$ cat src/verilog/mbsfh_map.svh
// constants of the frame handler: framing, codes and timing
// assumes one core clock of 25 MHz shared by both ends
`ifndef MBSFH_MAP_SVH
`define MBSFH_MAP_SVH

// ***********************************
// timing
// ***********************************
`define MB_CLK_HZ      25000000
`define MB_TCP_IDLE_S  60
`define MB_RSP_WAIT_MS 100

// ***********************************
// framing
// ***********************************
`define MB_CRC_INIT    16'hffff
`define MB_CRC_POLY    16'ha001
`define MB_TCP_LEN     8'h06
`define MB_MAX_REGS    13
`define MB_CH_RS485    2'h0
`define MB_CH_USB      2'h1
`define MB_CH_TCP      2'h2
`define MB_CH_NONE     2'h3

// ***********************************
// function and error codes
// ***********************************
`define MB_FC_RD_HOLD  8'h03
`define MB_FC_RD_INP   8'h04
`define MB_FC_WR_ONE   8'h06
`define MB_EXC_FLAG    8'h80
`define MB_EXC_BCNT    8'h02
`define MB_ERR_ADDR    8'h01
`define MB_ERR_VALUE   8'h02
`define MB_ERR_FUNC    8'h03

`endif

$ cat src/verilog/mbsfh_pkg.sv
// types and the checksum step shared by both ends
// assumes mbsfh_map.svh is on the include path
`include "mbsfh_map.svh"

package mbsfh_pkg;

  typedef enum logic [1:0] {
    ST_RX   = 2'b00,
    ST_EXEC = 2'b01,
    ST_REG  = 2'b10,
    ST_TX   = 2'b11
  } mbsfh_dev_st_t;

  typedef enum logic [1:0] {
    M_IDLE = 2'b00,
    M_SEND = 2'b01,
    M_RECV = 2'b10
  } mbsfh_mst_st_t;

  typedef struct packed {
    mbsfh_dev_st_t                     st;
    logic [11:0][7:0]                  frame;
    logic [3:0]                        rx_cnt;
    logic                              rx_tcp;
    logic                              rx_bad;
    logic [15:0]                       crc;
    logic                              exc;
    logic [7:0]                        code;
    logic                              wr;
    logic [3:0]                        n;
    logic [3:0]                        widx;
    logic [15:0]                       addr;
    logic [`MB_MAX_REGS-1:0][15:0]     words;
    logic [5:0]                        tx_pos;
    logic [15:0]                       tx_crc;
    logic [1:0][8:0]                   fifo;
    logic                              f_wr;
    logic                              f_rd;
    logic [1:0]                        f_cnt;
    logic [31:0]                       idle;
    logic                              close;
    logic [3:0]                        rate;
    logic [2:0]                        fmt;
  } mbsfh_dev_t;

  typedef struct packed {
    mbsfh_mst_st_t    st;
    logic [11:0][7:0] frame;
    logic [1:0]       chan;
    logic             tcp;
    logic [5:0]       pos;
    logic [15:0]      crc;
    logic [31:0]      wait_cnt;
    logic             open;
    logic             res_valid;
    logic             refused;
    logic             timeout;
    logic             exc;
    logic             crc_ok;
    logic [7:0]       fc;
    logic [7:0]       cnt;
    logic [15:0]      word;
    logic [5:0]       len;
  } mbsfh_mst_t;

  // one byte of the reflected crc-16, low bit first
  function automatic logic [15:0] mbsfh_crc(input logic [15:0] c, input logic [7:0] b);
    logic [15:0] r;
    r = c ^ {8'h00, b};
    for (int i = 0; i < 8; i++) begin
      r = r[0] ? ((r >> 1) ^ `MB_CRC_POLY) : (r >> 1);
    end
    return r;
  endfunction

endpackage
$ cat src/verilog/mbsfh_link_if.sv
// byte streams between the remote master and the device
// assumes both ends run on the same clock; no clocking block here
interface mbsfh_link_if;
  // request stream, master to device
  logic       req_valid;
  logic       req_ready;
  logic [7:0] req_data;
  logic       req_last;
  logic [1:0] req_chan;
  // response stream, device to master
  logic       rsp_valid;
  logic       rsp_ready;
  logic [7:0] rsp_data;
  logic       rsp_last;
  // tcp connection state
  logic       tcp_open;
  logic       tcp_close;

  modport device (
    input  req_valid, req_data, req_last, req_chan, rsp_ready, tcp_open,
    output req_ready, rsp_valid, rsp_data, rsp_last, tcp_close
  );
  modport master (
    output req_valid, req_data, req_last, req_chan, rsp_ready, tcp_open,
    input  req_ready, rsp_valid, rsp_data, rsp_last, tcp_close
  );
endinterface

$ cat src/verilog/mbsfh_device.sv
// device end: parses rtu and tcp requests, reads or writes registers, replies
// assumes config settings and the register port are on the core clock
//
// How it works
// - close tcp link after 60 s idle
// - only functions 3, 4 read, 6 write
// - tcp request: ids, length 6, unit, fields
// - read count must be 1 to 13
// - tcp read reply: ids, length, count, data
// - tcp write reply echoes the request
// - exception function is the request function with the top bit set, count, code
// - codes: 1 address, 2 value, 3 function
// - rtu read request is eight bytes
// - rtu write request is eight bytes
// - rtu read reply: address, function, count, data, crc
// - rtu write reply echoes the request
// - rate, format, station from separate settings
// - rtu framing on usb and rs485
// - each register is two bytes, high first
`include "mbsfh_map.svh"

module mbsfh_device
  import mbsfh_pkg::*;
#(
  parameter longint unsigned IDLE_CYCLES = 64'(`MB_TCP_IDLE_S) * 64'(`MB_CLK_HZ)
) (
  // clock and reset
  input  wire logic        clock,
  input  wire logic        rst_b,
  // link to the remote master
  mbsfh_link_if.device     link,
  // configuration settings
  input  wire logic [3:0]  serial_line_rate_setting,
  input  wire logic [2:0]  serial_char_format_setting,
  input  wire logic [7:0]  station_address,
  output logic      [3:0]  uart_rate,
  output logic      [2:0]  uart_format,
  // register access
  output logic             reg_req,
  output logic             reg_write,
  output logic      [15:0] reg_addr,
  output logic      [15:0] reg_wdata,
  input  wire logic        reg_ack,
  input  wire logic [15:0] reg_rdata,
  input  wire logic        reg_bad_addr,
  input  wire logic        reg_bad_value
);

  if (IDLE_CYCLES < 64'h1 || IDLE_CYCLES > 64'h0000_0000_ffff_ffff) begin : g_chk
    $error("IDLE_CYCLES must fit 1 to 2**32-1");
  end

  localparam logic [31:0] IDLE_LAST = 32'(IDLE_CYCLES - 64'h1);

  mbsfh_dev_t  r;
  mbsfh_dev_t  nx;
  logic [5:0]  hdr;
  logic [3:0]  hb;
  logic [5:0]  bl;
  logic [5:0]  tlen;
  logic [7:0]  fc;
  logic [15:0] rq_addr;
  logic [15:0] rq_val;
  logic        push;
  logic        pop;
  logic        last;
  logic        ok;
  logic        tcp_used;
  logic [7:0]  tx_byte;

  // ***********************************
  // reply byte at the current position
  // ***********************************
  function automatic logic [7:0] out_byte(input mbsfh_dev_t s, input logic [5:0] h,
                                          input logic [5:0] b_len);
    logic [5:0]  k;
    logic [5:0]  kk;
    logic [3:0]  base;
    logic [15:0] w;
    logic [7:0]  b;
    k    = s.tx_pos - h;
    kk   = k - 6'h03;
    base = s.rx_tcp ? 4'h6 : 4'h0;
    w    = s.words[kk[4:1]];
    // tcp header copies ids, length counts from unit
    if (s.rx_tcp && s.tx_pos < 6'h04) b = s.frame[s.tx_pos[3:0]];
    else if (s.rx_tcp && s.tx_pos == 6'h04) b = 8'h00;
    else if (s.rx_tcp && s.tx_pos == 6'h05) b = {2'b00, b_len};
    // crc trails the body, low byte first
    else if (k >= b_len) b = (k == b_len) ? s.tx_crc[7:0] : s.tx_crc[15:8];
    else if (k == 6'h00) b = s.frame[base];
    // exception sets the top bit of the function
    else if (k == 6'h01) b = s.exc ? (s.frame[base + 4'h1] | `MB_EXC_FLAG)
                                   : s.frame[base + 4'h1];
    else if (s.exc) b = (k == 6'h02) ? `MB_EXC_BCNT : (k == 6'h03) ? 8'h00 : s.code;
    // write echo copies the request body
    else if (s.wr) b = s.frame[base + k[3:0]];
    else if (k == 6'h02) b = {3'b000, s.n, 1'b0};
    // register data high byte then low byte
    else b = kk[0] ? w[7:0] : w[15:8];
    return b;
  endfunction

  // ***********************************
  // next state
  // ***********************************
  always_comb begin
    nx       = r;
    nx.close = 1'b0;
    tcp_used = 1'b0;
    ok       = 1'b0;
    hdr      = r.rx_tcp ? 6'h06 : 6'h00;
    hb       = r.rx_tcp ? 4'h6 : 4'h0;
    fc       = r.frame[hb + 4'h1];
    rq_addr  = {r.frame[hb + 4'h2], r.frame[hb + 4'h3]};
    rq_val   = {r.frame[hb + 4'h4], r.frame[hb + 4'h5]};
    bl       = r.exc ? 6'h05 : r.wr ? 6'h06 : 6'h03 + {1'b0, r.n, 1'b0};
    tlen     = hdr + bl + (r.rx_tcp ? 6'h00 : 6'h02);
    last     = r.tx_pos == tlen - 6'h01;
    tx_byte  = out_byte(r, hdr, bl);
    push     = (r.st == ST_TX) && (r.f_cnt != 2'h2);
    pop      = link.rsp_valid && link.rsp_ready;
    // each setting is its own input
    nx.rate  = serial_line_rate_setting;
    nx.fmt   = serial_char_format_setting;
    case (r.st)
      ST_RX: begin
        if (link.req_valid) begin
          if (r.rx_cnt == 4'h0) begin
            // rs485 and usb both take rtu framing
            nx.rx_tcp = link.req_chan == `MB_CH_TCP;
            nx.rx_bad = link.req_chan == `MB_CH_NONE;
          end
          if (r.rx_cnt < 4'hc) nx.frame[r.rx_cnt] = link.req_data;
          if (r.rx_cnt != 4'hf) nx.rx_cnt = r.rx_cnt + 4'h1;
          nx.crc = mbsfh_crc(r.crc, link.req_data);
          if (link.req_last) nx.st = ST_EXEC;
        end
      end
      ST_EXEC: begin
        nx.st     = ST_RX;
        nx.rx_cnt = 4'h0;
        nx.crc    = `MB_CRC_INIT;
        nx.tx_crc = `MB_CRC_INIT;
        nx.tx_pos = 6'h00;
        nx.exc    = 1'b0;
        nx.wr     = 1'b0;
        nx.widx   = 4'h0;
        nx.addr   = rq_addr;
        nx.n      = rq_val[3:0];
        // tcp: twelve bytes, length field 6
        if (r.rx_tcp) ok = (r.rx_cnt == 4'hc) && (r.frame[4] == 8'h00)
                           && (r.frame[5] == `MB_TCP_LEN);
        // eight bytes, crc residue zero, our station
        else ok = (r.rx_cnt == 4'h8) && (r.crc == 16'h0000)
                  && (r.frame[0] == station_address);
        if (ok && !r.rx_bad) begin
          tcp_used = r.rx_tcp;
          // both read codes take the same path
          if (fc == `MB_FC_RD_HOLD || fc == `MB_FC_RD_INP) begin
            // count outside 1 to 13 is refused
            if (rq_val == 16'h0000 || rq_val > 16'(`MB_MAX_REGS)) begin
              nx.exc  = 1'b1;
              nx.code = `MB_ERR_ADDR;
              nx.st   = ST_TX;
            end else begin
              nx.st = ST_REG;
            end
          end else if (fc == `MB_FC_WR_ONE) begin
            nx.wr = 1'b1;
            nx.st = ST_REG;
          end else begin
            nx.exc  = 1'b1;
            nx.code = `MB_ERR_FUNC;
            nx.st   = ST_TX;
          end
        end
      end
      ST_REG: begin
        if (reg_ack) begin
          // missing address wins over a bad value
          if (reg_bad_addr) begin
            nx.exc  = 1'b1;
            nx.code = `MB_ERR_ADDR;
            nx.st   = ST_TX;
          end else if (r.wr) begin
            if (reg_bad_value) begin
              nx.exc  = 1'b1;
              nx.code = `MB_ERR_VALUE;
            end
            nx.st = ST_TX;
          end else begin
            nx.words[r.widx] = reg_rdata;
            nx.widx          = r.widx + 4'h1;
            nx.addr          = r.addr + 16'h0001;
            if (r.widx == r.n - 4'h1) nx.st = ST_TX;
          end
        end
      end
      ST_TX: begin
        if (push) begin
          nx.fifo[r.f_wr] = {last, tx_byte};
          nx.f_wr         = ~r.f_wr;
          nx.tx_pos       = r.tx_pos + 6'h01;
          // crc bytes themselves stay out of the sum
          if (r.tx_pos < bl) nx.tx_crc = mbsfh_crc(r.tx_crc, tx_byte);
          if (last) nx.st = ST_RX;
        end
      end
      default: nx.st = ST_RX;
    endcase
    // two-entry buffer: a stalled master just holds the sequencer in ST_TX
    if (pop) nx.f_rd = ~r.f_rd;
    if (push && !pop) nx.f_cnt = r.f_cnt + 2'h1;
    else if (!push && pop) nx.f_cnt = r.f_cnt - 2'h1;
    // idle timer restarts on each served tcp frame
    if (!link.tcp_open || tcp_used) begin
      nx.idle = 32'h0000_0000;
    end else if (r.idle == IDLE_LAST) begin
      nx.idle  = 32'h0000_0000;
      nx.close = 1'b1;
    end else begin
      nx.idle = r.idle + 32'h0000_0001;
    end
  end

  always_ff @(posedge clock or negedge rst_b) begin
    if (!rst_b) begin
      r        <= '0;
      r.crc    <= `MB_CRC_INIT;
      r.tx_crc <= `MB_CRC_INIT;
    end else begin
      r <= nx;
    end
  end

  // ***********************************
  // outputs
  // ***********************************
  assign link.req_ready = r.st == ST_RX;
  assign link.rsp_valid = r.f_cnt != 2'h0;
  assign link.rsp_data  = r.fifo[r.f_rd][7:0];
  assign link.rsp_last  = r.fifo[r.f_rd][8];
  assign link.tcp_close = r.close;
  assign reg_req        = r.st == ST_REG;
  assign reg_write      = r.wr;
  assign reg_addr       = r.addr;
  assign reg_wdata      = rq_val;
  assign uart_rate      = r.rate;
  assign uart_format    = r.fmt;

endmodule

$ cat src/flat_wrapper.sv
// flat-port wrapper written by rule: the top's interface ports become plain ports
module mbsfh_device_flat import mbsfh_pkg::*;
#(
  parameter longint unsigned IDLE_CYCLES = 64'(`MB_TCP_IDLE_S) * 64'(`MB_CLK_HZ)
)
  (clock, rst_b, serial_line_rate_setting, serial_char_format_setting, station_address, uart_rate, uart_format, reg_req, reg_write, reg_addr, reg_wdata, reg_ack, reg_rdata, reg_bad_addr, reg_bad_value, link_req_valid, link_req_data, link_req_last, link_req_chan, link_rsp_ready, link_tcp_open, link_req_ready, link_rsp_valid, link_rsp_data, link_rsp_last, link_tcp_close);
  mbsfh_link_if link_i ();
  input  wire logic clock;
  input  wire logic rst_b;
  input  wire logic [3:0] serial_line_rate_setting;
  input  wire logic [2:0] serial_char_format_setting;
  input  wire logic [7:0] station_address;
  output logic      [3:0] uart_rate;
  output logic      [2:0] uart_format;
  output logic reg_req;
  output logic reg_write;
  output logic      [15:0] reg_addr;
  output logic      [15:0] reg_wdata;
  input  wire logic reg_ack;
  input  wire logic [15:0] reg_rdata;
  input  wire logic reg_bad_addr;
  input  wire logic reg_bad_value;
  input wire logic [$bits(link_i.req_valid)-1:0] link_req_valid;
  input wire logic [$bits(link_i.req_data)-1:0] link_req_data;
  input wire logic [$bits(link_i.req_last)-1:0] link_req_last;
  input wire logic [$bits(link_i.req_chan)-1:0] link_req_chan;
  input wire logic [$bits(link_i.rsp_ready)-1:0] link_rsp_ready;
  input wire logic [$bits(link_i.tcp_open)-1:0] link_tcp_open;
  output wire logic [$bits(link_i.req_ready)-1:0] link_req_ready;
  output wire logic [$bits(link_i.rsp_valid)-1:0] link_rsp_valid;
  output wire logic [$bits(link_i.rsp_data)-1:0] link_rsp_data;
  output wire logic [$bits(link_i.rsp_last)-1:0] link_rsp_last;
  output wire logic [$bits(link_i.tcp_close)-1:0] link_tcp_close;
  assign link_i.req_valid = link_req_valid;
  assign link_i.req_data = link_req_data;
  assign link_i.req_last = link_req_last;
  assign link_i.req_chan = link_req_chan;
  assign link_i.rsp_ready = link_rsp_ready;
  assign link_i.tcp_open = link_tcp_open;
  assign link_req_ready = link_i.req_ready;
  assign link_rsp_valid = link_i.rsp_valid;
  assign link_rsp_data = link_i.rsp_data;
  assign link_rsp_last = link_i.rsp_last;
  assign link_tcp_close = link_i.tcp_close;
  mbsfh_device #(.IDLE_CYCLES(IDLE_CYCLES)) u_core (.clock(clock), .rst_b(rst_b), .link(link_i), .serial_line_rate_setting(serial_line_rate_setting), .serial_char_format_setting(serial_char_format_setting), .station_address(station_address), .uart_rate(uart_rate), .uart_format(uart_format), .reg_req(reg_req), .reg_write(reg_write), .reg_addr(reg_addr), .reg_wdata(reg_wdata), .reg_ack(reg_ack), .reg_rdata(reg_rdata), .reg_bad_addr(reg_bad_addr), .reg_bad_value(reg_bad_value));
endmodule
$ cat config.mk
export PLATFORM = sky130hd
export DESIGN_NAME = mbsfh_device_flat
export DESIGN_NICKNAME = d
export VERILOG_FILES = /design/src/verilog/mbsfh_pkg.sv /design/src/verilog/mbsfh_link_if.sv /design/src/verilog/mbsfh_device.sv /design/src/flat_wrapper.sv
export VERILOG_INCLUDE_DIRS = /design/src /design/src/verilog
export SDC_FILE = /design/constraint.sdc
export NUM_CORES = 1
export LEC_CHECK = 0
export BUFFER_PORTS_ARGS = -buffer_cell sky130_fd_sc_hd__buf_4
export CAP_MARGIN = 0
export CORE_MARGIN = 3
export CORE_UTILIZATION = 50
export CTS_CLUSTER_DIAMETER = 50
export DETAILED_ROUTE_END_ITERATION = 16
export PLACE_DENSITY = 0.77
export SLEW_MARGIN = 5
export SYNTH_ARGS = -nofsm -noshare
export SYNTH_HDL_FRONTEND = slang
export SYNTH_SLANG_ARGS = --single-unit
export TNS_END_PERCENT = 30
$ cat constraint.sdc
create_clock -name clock -period 10.97 [get_ports clock]
set_input_delay 2.194 -clock clock [delete_from_list [all_inputs] [get_ports clock]]
set_output_delay 2.194 -clock clock [all_outputs]
set_load 0.03 [all_outputs]
==> impl_metrics.ini <==
[detailed_routing]
ant_nets = 0
route.vias.total = 17423
via_per_inst = 6.33
avgRoutedWirePerCell_um = 24.4
drtIter0Drc = 1747
drc = 0
wirelength_um = 67200
first_pass_iters = 6

[placement]
place_area_um2 = 24800
numPlacedInstances = 2659
place.gp.congestion = 0.972
port_buffers = 102
dp_hpwl_um = 46300

[layout]
seqCellArea_um2 = 11100
multiInputGateArea_um2 = 11900
syn2layout_area_growth_pct = 11.7
drive_gt1_share_pct = 30.6
final_nets = 2199
layout_common_cells = dfrtp_1 (406), mux2_2 (341), nand2_1 (164), nor2_1 (145), buf_4 (120)
final_cells = 2754
fillers = 3811
finish.utilization_pct = 56.9
final_common_cell = dfrtp_1
design_area_um2 = 26600

[timing]
drv_slew = 0
setup_viol = 0
fin_hold_ws_ns = 0.475
relSlewSlack_pct = 25.3
fin_crit_sh_pct = 59.5
hold_viol = 0
worst_pin_slew_ns = 1.12
final.setup.tns_ns = 0
rsz0062_at_grt = no
period_minus_slack_ns = 6.52
fin_skew_ns = 0.0531
max_freq_mhz = 153

[power_and_ir_drop]
p_comb_share_pct = 48.4
leakagePower_nw = 12.3
power.internal_mw = 4.48
sequentialPowerShare_pct = 28.6
power_density_nw_per_um2 = 290
netSwitchingPower_mw = 3.23
p_sw_share_pct = 41.9
vdd_drop_max_mv = 0.224
clkPwrFrac_pct = 23.1

[global_routing]
grt_overflow_total = 0
antenna_found_initial = 2
grt.total_usage_pct = 26.9
grt_max_degree = 113
grt_pass1_wl_um = 105000
first_global_vias = 18007

[floorplanning]
num_rows = 79
start_util_pct = 50.9
fp.dieH_um = 224
core_um2 = 46800
boundaryPins = 103
dieArea_um2 = 50300
die-width_um = 224

[clock_network]
clockRootBuffer = clkbuf_16
clockBufferDepth = 3
clock_sinks = 440
postCtsHoldBufs = 0
cts_setup_buffers = 0
post_cts_resized = 0
htree_levels = 2
clk_pin_slew_ns = 0.05
cts_tree = built
clk_latency_ns = 0.62
cts-buffers-inserted = 51

[setup_path]
crit_arrival_ns = 7.03
end_kind = flop
required_ns = 11.47
critPathKind = reg2reg
crit_path_max_fanout = 27
start_kind = flop

[logic_synthesis]
synthesis.nets = 2173
dominantRegCellSynth = dfrtp_1
synth_area_um2 = 23800
synth_seq_area_share_pct = 46.4
synthTopCellsByArea = dfrtp_1 (43%), mux2_2 (16%), mux4_2 (5.3%)
syn_inst = 2079
yosysTopAreaCellShare_pct = 42.9
synth-seq-cells = 440
postSynthAreaPerCell_um2 = 11.4
synth_edf_count = 0
yosys.area.top_type = dfrtp_1
async_flop_share_pct = 100
yosys.cell_types.count = 82
yosysWarnings = 0

[min_path]
hold_path.class = reg2reg

[job]
drv_cap = 0

[status]
outcome = finished clean
synth_stat cells, types with 5 or more instances:
library cell,n
o31ai_1,9
a21oi_1,88
o21ai_0,76
o21a_1,5
nor4b_1,7
nand4_1,29
xor2_1,44
buf_2,25
nand2b_1,8
nor4_1,20
a31oi_1,23
xnor2_1,66
a211oi_1,11
o22ai_1,5
nor3_1,22
and2_1,5
a2111oi_0,10
or3_1,9
buf_4,28
nor2b_1,8
buf_1,7
nor2_1,145
o211ai_1,9
mux2i_1,64
xnor3_1,5
o22a_1,20
ha_1,42
and3_1,23
inv_1,46
nand2_1,164
clkbuf_1,85
a32oi_1,6
dfstp_2,32
mux2_2,341
mux4_2,56
nand3_1,46
dfrtp_1,408
path summary, 6_finish.rpt:
check | startpoint | endpoint | slack, ns | cells past startpoint
setup / recovery | u_core.r[343] | u_core.r[62] | 4.45 | 18
hold / removal | u_core.r[50] | u_core.r[50] | 0.47 | 2
setup reg to reg | u_core.r[343] | u_core.r[62] | 4.45 | 18
hold reg to reg | u_core.r[50] | u_core.r[50] | 0.47 | 2
max in group asynchronous | rst_b | u_core.r[343] | 7.02 | 3
min in group asynchronous | rst_b | u_core.uart_rate[2] | 1.65 | 1
per-layer routing:
| layer | global-route usage [%] | wire length, um | up-vias |
|---|---|---|---|
| met5 | 0.949 | 0 | - |
| met4 | 12.3 | 3260 | 0 |
| met3 | 5.48 | 4800 | 196 |
| met2 | 43.7 | 32100 | 720 |
| met1 | 34.9 | 27000 | 8914 |
| li1 | - | - | 7593 |
sequential cells by signal, indices dropped and copies added, names as in the netlist:
name,count
u_core.reg_addr,16
u_core.link.tcp_close,1
u_core.uart_rate,4
u_core.r,415
u_core.uart_format,3
u_core.reg_write,1
cell type report:
cell class | count | area share, %
multi-input combinational | 1445 | 44.7
sequential | 440 | 41.6
clock buffer | 72 | 5.51
timing repair buffer | 121 | 3.44
tap | 607 | 2.86
clock inverter | 21 | 1.20
inverter | 46 | 0.649
antenna | 2 | 0.0188
kinds of logic after synthesis:
logic type                 synth area share [%]
AOI/OAI and AO/OA                          8.56
xor gates and xnor gates                   4.72
and+or+nand+nor                            10.0
DFF                                        46.4
muxes                                      24.1
buffers and inverters                      3.76
adders and majority gates                  2.38
worst max-delay path, cell delays in order, from the launching register on:
cell,delay (ns)
dfrtp_2,0.80
inv_1,0.33
fa_1,0.59
o31a_1,0.36
nor2_1,0.22
inv_1,0.07
ha_1,0.30
nand3_1,0.10
nor2_1,0.79
a211o_1,0.32
or2_0,0.49
a21boi_0,0.23
nand3_1,0.18
o21ai_0,0.13
a211oi_1,0.48
xor2_1,0.15
xnor2_1,0.35
xnor3_1,0.40
a21oi_1,0.15
stage by stage:
step	power, mW	worst slack, ns
6_report	7.71	4.45
5_1_grt	8.09	4.11
4_1_cts	7.69	4.60
3_5_place_dp	5.87	4.64
3_3_place_gp	5.79	4.85
2_1_floorplan	4.87	5.02
power by group through the flow:
stage / Clock, mW / Combinational (mW) / Sequential [mW]
finish: 1.78 / 3.73 / 2.20
global placement: 0 / 3.59 / 2.20
floorplan: 0 / 2.84 / 2.03
global route: 1.88 / 3.99 / 2.22
detailed placement: 0 / 3.66 / 2.21
CTS: 1.81 / 3.69 / 2.19
No activity file was read; power rests on OpenSTA's default activity.
